<file path="config.mk">
export PLATFORM = sky130hd
export DESIGN_NAME = boot_strapped_clock_tree
export DESIGN_NICKNAME = d
export VERILOG_FILES = /design/src/hdl/clock_tree_pkg.sv /design/src/hdl/boot_strapped_clock_tree.sv
export VERILOG_INCLUDE_DIRS = /design/src /design/src/hdl
export SDC_FILE = /design/constraint.sdc
export NUM_CORES = 1
export LEC_CHECK = 0
export BUFFER_PORTS_ARGS = -buffer_cell sky130_fd_sc_hd__buf_2
export CAP_MARGIN = 25
export CORE_UTILIZATION = 52
export CTS_CLUSTER_SIZE = 30
export DETAILED_ROUTE_END_ITERATION = 6
export PLACE_DENSITY = 0.78
export SYNTH_ARGS = -nofsm -noshare
export SYNTH_HDL_FRONTEND = slang
export SYNTH_SLANG_ARGS = --single-unit
</file>
<file path="constraint.sdc">
create_clock -name pclk -period 3.1 [get_ports pclk]
set_input_delay 0.155 -clock pclk [delete_from_list [all_inputs] [get_ports pclk]]
set_output_delay 0.155 -clock pclk [all_outputs]
set_load 0.02 [all_outputs]
</file>
<file path="src/hdl/clock_tree_defines.svh">
// Offsets, field positions, reset values and bus step counts of the clock tree.
// Assumes inclusion by bare name from the design files only.
`ifndef CLOCK_TREE_DEFINES_SVH
`define CLOCK_TREE_DEFINES_SVH

`define PIN_CFG_OFFSET      12'h000
`define CHIP_CFG_OFFSET     12'h004
`define SDRAM_DATA_OFFSET   12'h008

`define PIN_CFG_SDRAM_LSB   0
`define PIN_CFG_EXT_EN_BIT  4
`define PIN_CFG_RESET       32'h0000_001f

`define CHIP_CFG_CORE_LSB   0
`define CHIP_CFG_EXT_LSB    4
`define CHIP_CFG_BUS_BIT    6
`define CHIP_CFG_RATIO_LSB  8

`define STRAP_CORE_RESET    4'hf
`define STRAP_EXT_RESET     2'h3
`define STRAP_BUS_RESET     1'h0

`define SYS_STEP_FAST       2'h0
`define SYS_STEP_SLOW       2'h3

`endif

</file>
<file path="src/hdl/clock_tree_pkg.sv">
// Types shared by the clock tree design.
// Assumes the defines header is compiled alongside.
package clock_tree_pkg;
    typedef logic [3:0] core_ratio_select_t;
    typedef logic [1:0] ext_clock_divider_select_t;
    typedef logic [5:0] ratio_x2_t;
endpackage

</file>
<file path="src/hdl/boot_strapped_clock_tree.sv">
// Clock tree: strap-selected ratios, divided and gated clocks, APB registers.
// Assumes pclk is the multiplier loop output, eight times the master rate.
// Summary of operation
// - All clocks derive from one master clock
// - Core ratio from four straps, 2 to 18
// - Strap bit 2 low: bus x4, high: x1
// - Peripheral clock is half system bus clock
// - External clock is bus clock over 4,3,2,1
// - Enable bit clear stops external clock pulses
// - SDRAM clocks run at system bus rate
// - Each SDRAM clock gated by own bit
// - SDRAM read data latched by feedback clock
`timescale 1ns/10ps
`default_nettype none
`include "clock_tree_defines.svh"

module boot_strapped_clock_tree (
    input  wire logic        pclk,
    input  wire logic        presetn,
    input  wire logic        psel,
    input  wire logic        penable,
    input  wire logic        pwrite,
    input  wire logic [11:0] paddr,
    input  wire logic [31:0] pwdata,
    output logic      [31:0] prdata,
    output logic             pready,
    output logic             pslverr,
    input  wire logic [3:0]  strap_core_ratio,
    input  wire logic        strap_bus_mult,
    input  wire logic [1:0]  strap_ext_div,
    input  wire logic        sdram_feedback_clock,
    input  wire logic [31:0] sdram_read_data,
    output logic      [5:0]  core_ratio_x2,
    output logic             system_bus_clock,
    output logic             peripheral_bus_clock,
    output logic             external_bus_clock_out,
    output logic      [3:0]  sdram_clock_out
);
    logic [3:0]  core_s1_r, core_s2_r;
    logic        bus_s1_r, bus_s2_r;
    logic [1:0]  ext_s1_r, ext_s2_r;
    logic [3:0]  core_ratio_select_r;
    logic        bus_mult_sel_r;
    logic [1:0]  ext_clock_divider_select_r;
    logic        strap_valid_r;
    logic        ratio_loaded_r;
    logic [31:0] pin_config_register_r;
    logic [1:0]  step_cnt_r;
    logic        sys_r;
    logic        sys_nxt;
    logic        sys_step;
    logic [2:0]  half_cnt_r;
    logic [2:0]  half_nxt;
    logic [2:0]  half_top;
    logic [2:0]  div_n;
    logic        per_r;
    logic        ext_r;
    logic [3:0]  sdram_r;
    logic [5:0]  ratio_r;
    logic        fb_s1_r, fb_s2_r, fb_s3_r;
    logic [31:0] data_s1_r, data_s2_r;
    logic [31:0] sdram_data_r;
    logic [31:0] prdata_r;
    logic        pready_r;
    logic        pslverr_r;
    logic [31:0] rd_nxt;
    logic        map_hit;
    logic        wr_en;

    function automatic clock_tree_pkg::ratio_x2_t ratio_of(
        input clock_tree_pkg::core_ratio_select_t sel);
        unique case (sel)
            4'hf:    ratio_of = 6'h04;
            4'he:    ratio_of = 6'h05;
            4'hc:    ratio_of = 6'h06;
            4'hd:    ratio_of = 6'h08;
            4'h7:    ratio_of = 6'h09;
            4'hb:    ratio_of = 6'h10;
            4'ha:    ratio_of = 6'h14;
            4'h9:    ratio_of = 6'h18;
            4'h8:    ratio_of = 6'h20;
            4'h3:    ratio_of = 6'h24;
            default: ratio_of = 6'h04;
        endcase
    endfunction

    // Two-flop synchronisers for strap pins
    always_ff @(posedge pclk) begin
        core_s1_r <= strap_core_ratio;
        core_s2_r <= core_s1_r;
        bus_s1_r  <= strap_bus_mult;
        bus_s2_r  <= bus_s1_r;
        ext_s1_r  <= strap_ext_div;
        ext_s2_r  <= ext_s1_r;
    end

    // Strap capture while reset is low, held after release
    always_ff @(posedge pclk) begin
        if (!presetn) begin
            core_ratio_select_r        <= core_s2_r;
            bus_mult_sel_r             <= bus_s2_r;
            ext_clock_divider_select_r <= ext_s2_r;
        end
    end

    always_ff @(posedge pclk or negedge presetn) begin
        if (!presetn) begin
            ratio_loaded_r <= 1'b0;
            strap_valid_r  <= 1'b0;
            ratio_r        <= 6'h04;
        end else begin
            // Valid only once the new ratio has settled
            ratio_loaded_r <= 1'b1;
            strap_valid_r  <= ratio_loaded_r;
            ratio_r       <= ratio_of(core_ratio_select_r);
        end
    end

    // System bus clock from the single multiplier loop clock
    assign sys_step = (step_cnt_r == (bus_mult_sel_r ? `SYS_STEP_SLOW
                                                     : `SYS_STEP_FAST));
    assign sys_nxt  = sys_step ? ~sys_r : sys_r;

    always_ff @(posedge pclk or negedge presetn) begin
        if (!presetn) begin
            step_cnt_r <= 2'h0;
            sys_r      <= 1'b0;
        end else begin
            step_cnt_r <= sys_step ? 2'h0 : step_cnt_r + 2'h1;
            sys_r      <= sys_nxt;
        end
    end

    always_ff @(posedge pclk or negedge presetn) begin
        if (!presetn) begin
            per_r <= 1'b0;
        end else if (sys_step && !sys_r) begin
            per_r <= ~per_r;
        end
    end

    // External clock divider: high for n of 2n bus half periods
    assign div_n    = 3'h4 - {1'b0, ext_clock_divider_select_r};
    assign half_top = {div_n[1:0], 1'b0} - 3'h1;
    assign half_nxt = !sys_step ? half_cnt_r
                    : (half_cnt_r == half_top) ? 3'h0
                    : half_cnt_r + 3'h1;

    // High on half periods 1 to n, so its rise meets a bus clock rise
    always_ff @(posedge pclk or negedge presetn) begin
        if (!presetn) begin
            half_cnt_r <= 3'h0;
            ext_r      <= 1'b0;
        end else begin
            half_cnt_r <= half_nxt;
            ext_r      <= pin_config_register_r[`PIN_CFG_EXT_EN_BIT] &&
                          half_nxt != 3'h0 && half_nxt <= div_n;
        end
    end

    generate
        for (genvar i = 0; i < 4; i++) begin : g_sdram
            always_ff @(posedge pclk or negedge presetn) begin
                if (!presetn) begin
                    sdram_r[i] <= 1'b0;
                end else begin
                    sdram_r[i] <= sys_nxt &&
                        pin_config_register_r[`PIN_CFG_SDRAM_LSB + i];
                end
            end
        end
    endgenerate

    // Feedback clock edge latches SDRAM read data
    always_ff @(posedge pclk) begin
        fb_s1_r <= sdram_feedback_clock;
        fb_s2_r <= fb_s1_r;
        fb_s3_r <= fb_s2_r;
        // Data pins take the same two stages as the feedback pin
        data_s1_r <= sdram_read_data;
        data_s2_r <= data_s1_r;
    end

    always_ff @(posedge pclk or negedge presetn) begin
        if (!presetn) begin
            sdram_data_r <= 32'h0000_0000;
        end else if (fb_s2_r && !fb_s3_r) begin
            sdram_data_r <= data_s2_r;
        end
    end

    // APB slave, one wait-free access phase
    assign map_hit = (paddr == `PIN_CFG_OFFSET) ||
                     (paddr == `CHIP_CFG_OFFSET) ||
                     (paddr == `SDRAM_DATA_OFFSET);
    assign wr_en   = psel && penable && pready_r && pwrite && map_hit;

    always_comb begin
        rd_nxt = 32'h0000_0000;
        if (paddr == `PIN_CFG_OFFSET) begin
            rd_nxt = pin_config_register_r;
        end else if (paddr == `CHIP_CFG_OFFSET) begin
            rd_nxt[`CHIP_CFG_CORE_LSB +: 4]  = core_ratio_select_r;
            rd_nxt[`CHIP_CFG_EXT_LSB +: 2]   = ext_clock_divider_select_r;
            rd_nxt[`CHIP_CFG_BUS_BIT]        = bus_mult_sel_r;
            rd_nxt[`CHIP_CFG_RATIO_LSB +: 6] = ratio_r;
        end else if (paddr == `SDRAM_DATA_OFFSET) begin
            rd_nxt = sdram_data_r;
        end
    end

    always_ff @(posedge pclk or negedge presetn) begin
        if (!presetn) begin
            pin_config_register_r <= `PIN_CFG_RESET;
        end else if (wr_en && paddr == `PIN_CFG_OFFSET) begin
            pin_config_register_r <= {27'h000_0000, pwdata[4:0]};
        end
    end

    always_ff @(posedge pclk or negedge presetn) begin
        if (!presetn) begin
            pready_r  <= 1'b0;
            pslverr_r <= 1'b0;
            prdata_r  <= 32'h0000_0000;
        end else begin
            pready_r  <= psel && !penable;
            pslverr_r <= psel && !penable && !map_hit;
            if (psel && !penable) begin
                prdata_r <= pwrite ? 32'h0000_0000 : rd_nxt;
            end
        end
    end

    assign prdata                 = prdata_r;
    assign pready                 = pready_r;
    assign pslverr                = pslverr_r;
    assign core_ratio_x2          = ratio_r;
    assign system_bus_clock       = sys_r;
    assign peripheral_bus_clock   = per_r;
    assign external_bus_clock_out = ext_r;
    assign sdram_clock_out        = sdram_r;

    // Assertions
    sys_fast_rate_a: assert property (@(posedge pclk) disable iff (!presetn)
        strap_valid_r && !bus_mult_sel_r |=> sys_r != $past(sys_r))
        else $error("bus clock not at fast rate");
    sys_slow_rate_a: assert property (@(posedge pclk) disable iff (!presetn)
        strap_valid_r && bus_mult_sel_r && $rose(sys_r) |-> sys_r [*4])
        else $error("bus clock high phase not four cycles");
    per_half_a: assert property (@(posedge pclk) disable iff (!presetn)
        $rose(sys_r) |-> per_r != $past(per_r))
        else $error("peripheral clock not half bus clock");
    per_hold_a: assert property (@(posedge pclk) disable iff (!presetn)
        $fell(sys_r) |-> $stable(per_r))
        else $error("peripheral clock moved on falling bus edge");
    ext_gate_a: assert property (@(posedge pclk) disable iff (!presetn)
        !pin_config_register_r[`PIN_CFG_EXT_EN_BIT] |=> !ext_r)
        else $error("external clock pulses while disabled");
    ext_div1_a: assert property (@(posedge pclk) disable iff (!presetn)
        strap_valid_r && ext_clock_divider_select_r == 2'h3 &&
        pin_config_register_r[`PIN_CFG_EXT_EN_BIT] |=> ext_r == sys_r)
        else $error("external clock not equal to bus clock");
    sdram_gate_a: assert property (@(posedge pclk) disable iff (!presetn)
        pin_config_register_r[0] |=> sdram_r[0] == sys_r)
        else $error("sdram clock does not follow bus clock");
    sdram_off_a: assert property (@(posedge pclk) disable iff (!presetn)
        !pin_config_register_r[1] |=> !sdram_r[1])
        else $error("gated sdram clock still pulses");
    fb_latch_a: assert property (@(posedge pclk) disable iff (!presetn)
        fb_s2_r && !fb_s3_r |=> sdram_data_r == $past(data_s2_r))
        else $error("read data not latched on feedback edge");
    strap_hold_a: assert property (@(posedge pclk) disable iff (!presetn)
        strap_valid_r |-> $stable(core_ratio_select_r) && $stable(ratio_r))
        else $error("strap ratio changed after reset");
    apb_ready_a: assert property (@(posedge pclk) disable iff (!presetn)
        psel && !penable |=> pready_r)
        else $error("access phase without ready");

    slow_bus_c: cover property (@(posedge pclk) disable iff (!presetn)
        bus_mult_sel_r && $rose(sys_r));
    ext_div3_c: cover property (@(posedge pclk) disable iff (!presetn)
        ext_clock_divider_select_r == 2'h1 && $rose(ext_r));
    ext_div4_c: cover property (@(posedge pclk) disable iff (!presetn)
        ext_clock_divider_select_r == 2'h0 && $rose(ext_r));
    apb_write_c: cover property (@(posedge pclk) disable iff (!presetn)
        wr_en);
    fb_edge_c: cover property (@(posedge pclk) disable iff (!presetn)
        fb_s2_r && !fb_s3_r);
endmodule
`default_nettype wire

</file>
# Word level (Yosys, flattened, before mapping)
# Memory sizes are Yosys's and may differ from the RTL's. A register that Yosys moved wholly into a read port is not among the register bits.
# Cells that the tools add are included.
# word_totals
rom_bits	96
register_bits	171
wordCells	76
in_bits	89
memories	1
# op_classes
n_reduce_logical	24
eq_ne	4
n_mux	12
order_cmp	1
n_bitwise	2
addsub	4
# memory_table
name	depth	word_bits	read_ports	rd_ports_with_merged_regs	wr	line_no	rtl
(name not given)	16	6	1	1	0	boot_strapped_clock_tree.sv:72	unique case (sel)
# op_table
op	n
$mux 32	3
$mux 18	1
$logic_and 1x1->1	15
$eq 12x3->1 const B	1
$eq 12x4->1 const B	1
$logic_not 12->1	1
$mux 7	1
$mux 3	2
$mux 6	1
$logic_not 1->1	5
$mux 2	2
$add 3x1->3 const B	1
$eq 3x3->1	1
$le 3x3->1	1
$reduce_bool 3->1	1
$sub 3x1->3 const B	1
$sub 3x2->3 const A	1
$add 2x1->2 const B	1
$eq 2x2->1	1
$logic_or 1x1->1	2
$mux 1	2
$not 1->1	2

# Depth between registers and ports, before layout
# depth
ltp_word	8
depth_mapped	11
mapped_depth_nobuf	11

# Least setup slack after synthesis
# No wires, ideal clock.
# synth_timing
path_type	reg-to-reg
start	register ext_clock_divider_select_r[0]
end	register ext_r (netlist: external_bus_clock_out)
period_less_slack_ps	2138
slack_ps	962
setup_ps	86
n_path_buf	0
arrival_time_ps	2052
required_time_ps	3014
stages_incl_launch_ff	12
path_cell_list	edfxtp_1 -> inv_1 -> ha_1 -> xor2_1 -> mux2i_1 -> nor2_1 -> nor2_1 -> ha_1 -> nor2b_1 -> o21ai_0 -> a32oi_1 -> nor3_1
# synth_via
elab_chain_cells	8
word_cells_on_any_way	9
# synth_lines
item	line_no	rtl
start: declaration	boot_strapped_clock_tree.sv:44	logic [1:0] ext_clock_divider_select_r;
start signal: assignment	boot_strapped_clock_tree.sv:102	ext_clock_divider_select_r <= ext_s2_r;
$sub 3x2->3 (*)	boot_strapped_clock_tree.sv:143	assign div_n = 3'h4 - {1'b0, ext_clock_divider_select_r};
$sub 3x1->3 (*)	boot_strapped_clock_tree.sv:144	assign half_top = {div_n[1:0], 1'b0} - 3'h1;
$eq 3x3->1 (*)	boot_strapped_clock_tree.sv:146	: (half_cnt_r == half_top) ? 3'h0
$mux 3 (*)	boot_strapped_clock_tree.sv:146	
$mux 3 (*)	boot_strapped_clock_tree.sv:145	assign half_nxt = !sys_step ? half_cnt_r
via half_nxt[1]	boot_strapped_clock_tree.sv:53	logic [2:0] half_nxt;
parallel branches: the longest is 2 deep, another holds $le 3x3->1	-	
$logic_and 1x1->1 (*)	boot_strapped_clock_tree.sv:156	ext_r <= pin_config_register_r[`PIN_CFG_EXT_EN_BIT] &&
end signal: assignment	boot_strapped_clock_tree.sv:156	
end: declaration	boot_strapped_clock_tree.sv:57	logic ext_r;
# Mark *: on every way through the listed nets, which the timed path passes.
# A chain may end at the register's enable or synchronous reset.

# Worst setup path after layout
# Ends and elaborated chain as after synthesis.

==> results.md <==
- Max Fclk: a little under 400 MHz
- Setup violators final: 0
- DRC viols: 0
- Seq/Total Area, Yosys: 0.726
- Post-CTS resize count: 0
- Max Root-Sink Buffers: 2
- Max-Cap Viols: 0
- Max-slew headroom: 0.343
- CP required: approximately 3.5 ns
- Starting DRC count in detailed routing: around 120
- Internal: between 4 and 5 mW
- Actual slew at the worst max-slew pin: about 0.98 ns
- Layout fillers: roughly 720
- DR vias/cell: a little under 5
- Final setup TNS: 0 ns
- Total grt overflow: 0
- Final nets: around 640
- DRT Wirelength: 10.7 mm
- P_leak: between 3 and 4 nW
- Initial antenna violation count: 0
- VDD IR max: 958 uV
- Total power: between 5 and 6 mW
- Clock sink total: approximately 180
- Worst skew pair latency: between 0.5 and 0.6 ns
- Cell variety after synth: 43
- Std cell rows: 37
- DRT antenna net count: 0
- Status: finished clean
- Die area: 11200 um2
- Yosys warnings: 0
- Worst Clk Skew: ~0.0075 ns
- Area growth, synth to finish: 32.6%
- CP Cell Sequence: inv_1, ha_1, xor2_1, mux2i_1, nor2_1, nor2_1, ha_1, nor2b_1, o21ai_0, a32oi_1, nor3_1
- DIE WIDTH: 106 um
- Router iterations before antenna repair: 4
- DPL Wire Length: between 6 and 7 mm
- Number of global-route vias before repair: 3674
- CTS clock-pin slew for the worst setup and hold paths: 0.07 ns
- Antenna cells: 0
- Starting Density: 0.540
- Post-synth net total: about 480
- Setup bufs post-CTS: 0
- All-Layer GR Usage: 0.213
- Largest net degree at the start of global routing: between 50 and 60
- Switch share: 0.228
- DR WL/cell: around 15 um
- FF+latch count, synth: between 150 and 200
- H-tree Lvls: 4
- Cell taking the most area after synthesis: dfrtp_1
- Cell Pwr Density: ~760 nW/um2
- Crit-path max cell delay: between 0.4 and 0.5 ns
- GPL Wtd Cong: roughly 0.75
- Top cells by area, synth: dfrtp_1, dfxtp_1, mux2_2
- Number of CTS-inserted buffers: 17
- Tcrit/Tclk final: 0.831
- CP Class: flop to flop
- Crit end category: flop
- Root buffer cell: clkbuf_8
- Vias: between 3000 and 4000
- CTS tree: built
- Synth top area share: 0.371
- Die height: about 110 um
- Clk network pwr share: 0.436
- Hold Crit Class: primary input to asynchronous set/reset pin
- Global-route wire length before repair: 17.8 mm
- Final standard cell utilization of the core: 0.716
- CORE AREA: 10400 um2
- Crit-path max FO: 4
- Port Buffers: between 100 and 150
- Final Hold Viols: 0
- Slew Limit Fails: 0
- Unrepaired setup endpoints after global routing: no
- Synth Cell Area: around 5600 um2
- Layout cells sized above 1: 0.341
- Combinational fraction of design power: 0.104
- Register share of total power: 0.461
- NetSw: ~1.3 mW
- Final min period: 2.58 ns
- I/O Pins: 136
- Mean Syn Cell Area: roughly 15 um2
- Synth Instances: between 300 and 400
- Slowest-stage cell, CP: edfxtp_1
- WP data arrival: 3.01 ns
- Critical Path Start Type: flop
worst paths after layout:
kind | from | endpoint | slack [ns] | cells past startpoint
max in group asynchronous | presetn | peripheral_bus_clock | 1.90 | 3
worst min register to register | core_s1_r[2] | core_s2_r[2] | 0.32 | 0
worst min-delay path | presetn | prdata[14] | 0.14 | 2
worst max register to register | ext_clock_divider_select_r[0] | external_bus_clock_out | 0.52 | 11
min in group pclk | paddr[5] | pin_config_register_r[2] | 0.17 | 5
worst max-delay path | ext_clock_divider_select_r[0] | external_bus_clock_out | 0.52 | 11
what timing repair did:
| action | in CTS | in global routing |
|---|---|---|
| endpoints found under the setup margin | 0 | 0 |
| hold buffers | 49 | 0 |
| endpoints found under the hold margin | 83 | 0 |
power by group through the flow:
stage | clock network [mW] | logic, mW | registers, mW
after floorplan | 0 | 0.338 | 2.63
after global placement | 0 | 0.490 | 2.63
after detailed placement | 0 | 0.525 | 2.64
after CTS | 2.50 | 0.588 | 2.59
after global routing | 2.61 | 0.654 | 2.61
final | 2.45 | 0.582 | 2.59
worst max-delay path, delay by kind of cell (launching register included):
kind / cells / cell delay [ns]
AOI/OAI and AO/OA: 2 / 0.30
and+or+nand+nor: 4 / 0.60
xor gates and xnor gates: 1 / 0.24
adders and majority gates: 2 / 0.55
DFF: 1 / 0.44
buffers and inverters: 1 / 0.12
muxes: 1 / 0.26
synth_stat cells:
library cell,instances
a21boi_0,1
nand4_1,2
and3_1,2
buf_6,2
nand2_1,21
mux2_2,32
and4_1,1
nor3_1,4
clkdlybuf4s15_1,1
nand2b_1,1
nor3b_1,1
nor2_1,11
a22o_1,19
clkbuf_1,10
dfstp_2,6
ha_1,6
a41oi_1,1
mux2i_1,2
mux2_4,5
buf_4,1
inv_1,14
o221ai_1,5
nor2b_1,15
or2_2,1
buf_1,3
a32oi_1,1
xor2_1,4
nand3_2,1
o21ai_0,11
maj3_1,1
o31a_1,1
o41ai_1,1
a21oi_1,7
o21ai_1,1
and2_1,1
o211ai_1,1
edfxtp_1,7
dfrtp_1,83
a22oi_1,8
nor4_4,3
dfxtp_1,81
o22ai_1,1
xnor2_1,3
cell usage in the layout (no fill, tap or decap), types with 2 or more instances in the layout:
cell type and instances:
xnor2_1 3, inv_1 14, nor2_1 11, mux2_4 5, a21oi_1 7, o21ai_0 11, ha_1 6, nor3_1 4
inv_8 2, bufinv_16 7, nor4_4 3, and3_1 2, nor2b_1 14, edfxtp_1 7, buf_2 107, mux2i_1 2
inv_6 4, mux2_2 32, o221ai_1 5, a22o_1 19, nand2_1 21, buf_4 3, clkbuf_16 16, dlygate4sd3_1 49
a22oi_1 8, dfstp_2 6, dfrtp_1 83, dfxtp_1 81, xor2_1 4, nand4_1 2
state kept, by name, summed over array words and instances (netlist names), 2 cells and up:
name / cells
step_cnt_r: 2
core_ratio_x2: 6
prdata: 32
ext_s1_r: 2
sdram_clock_out: 4
core_ratio_select_r: 4
core_s2_r: 4
ext_clock_divider_select_r: 2
data_s1_r: 32
sdram_data_r: 32
core_s1_r: 4
half_cnt_r: 3
pin_config_register_r: 5
data_s2_r: 32
ext_s2_r: 2
per-stage QoR:
stage               setup WS (ns)  cell area (um2)  instances  hold WS [ns]
detailed placement          0.644             6250        612         0.153
finish                      0.524             7430        693         0.135
floorplan                   0.962             5600        383        -0.141
global placement            0.786             6250        612         0.151
global route                0.295             7430        693         0.150
CTS                         0.559             7430        693         0.136
cell families after synthesis:
logic type               Yosys count  share of synthesized area
adder cells (fa/ha/maj)            7                     0.0152
AO/OA/AOI/OAI                     58                     0.0753
AND/OR/NAND/NOR                   64                     0.0657
flip-flops                       177                      0.726
multiplexers                      39                     0.0813
XOR/XNOR                           7                     0.0109
buffers and inverters             31                     0.0253
area by class of cell:
type	count	area [um2]	area share
tap	136	170	0.0229
timing repair buffer	159	1050	0.141
inverter	14	52.6	0.00708
clock inverter	14	273	0.0367
multi-input combinational	175	1400	0.188
sequential	177	4070	0.548
clock buffer	18	418	0.0563
routing by layer:
layer,track usage,wire [um]
met5,0,0
met4,0.0734,106
met2,0.356,5310
met3,0.0674,556
met1,0.262,4710
(Power assumes the default switching activity.)
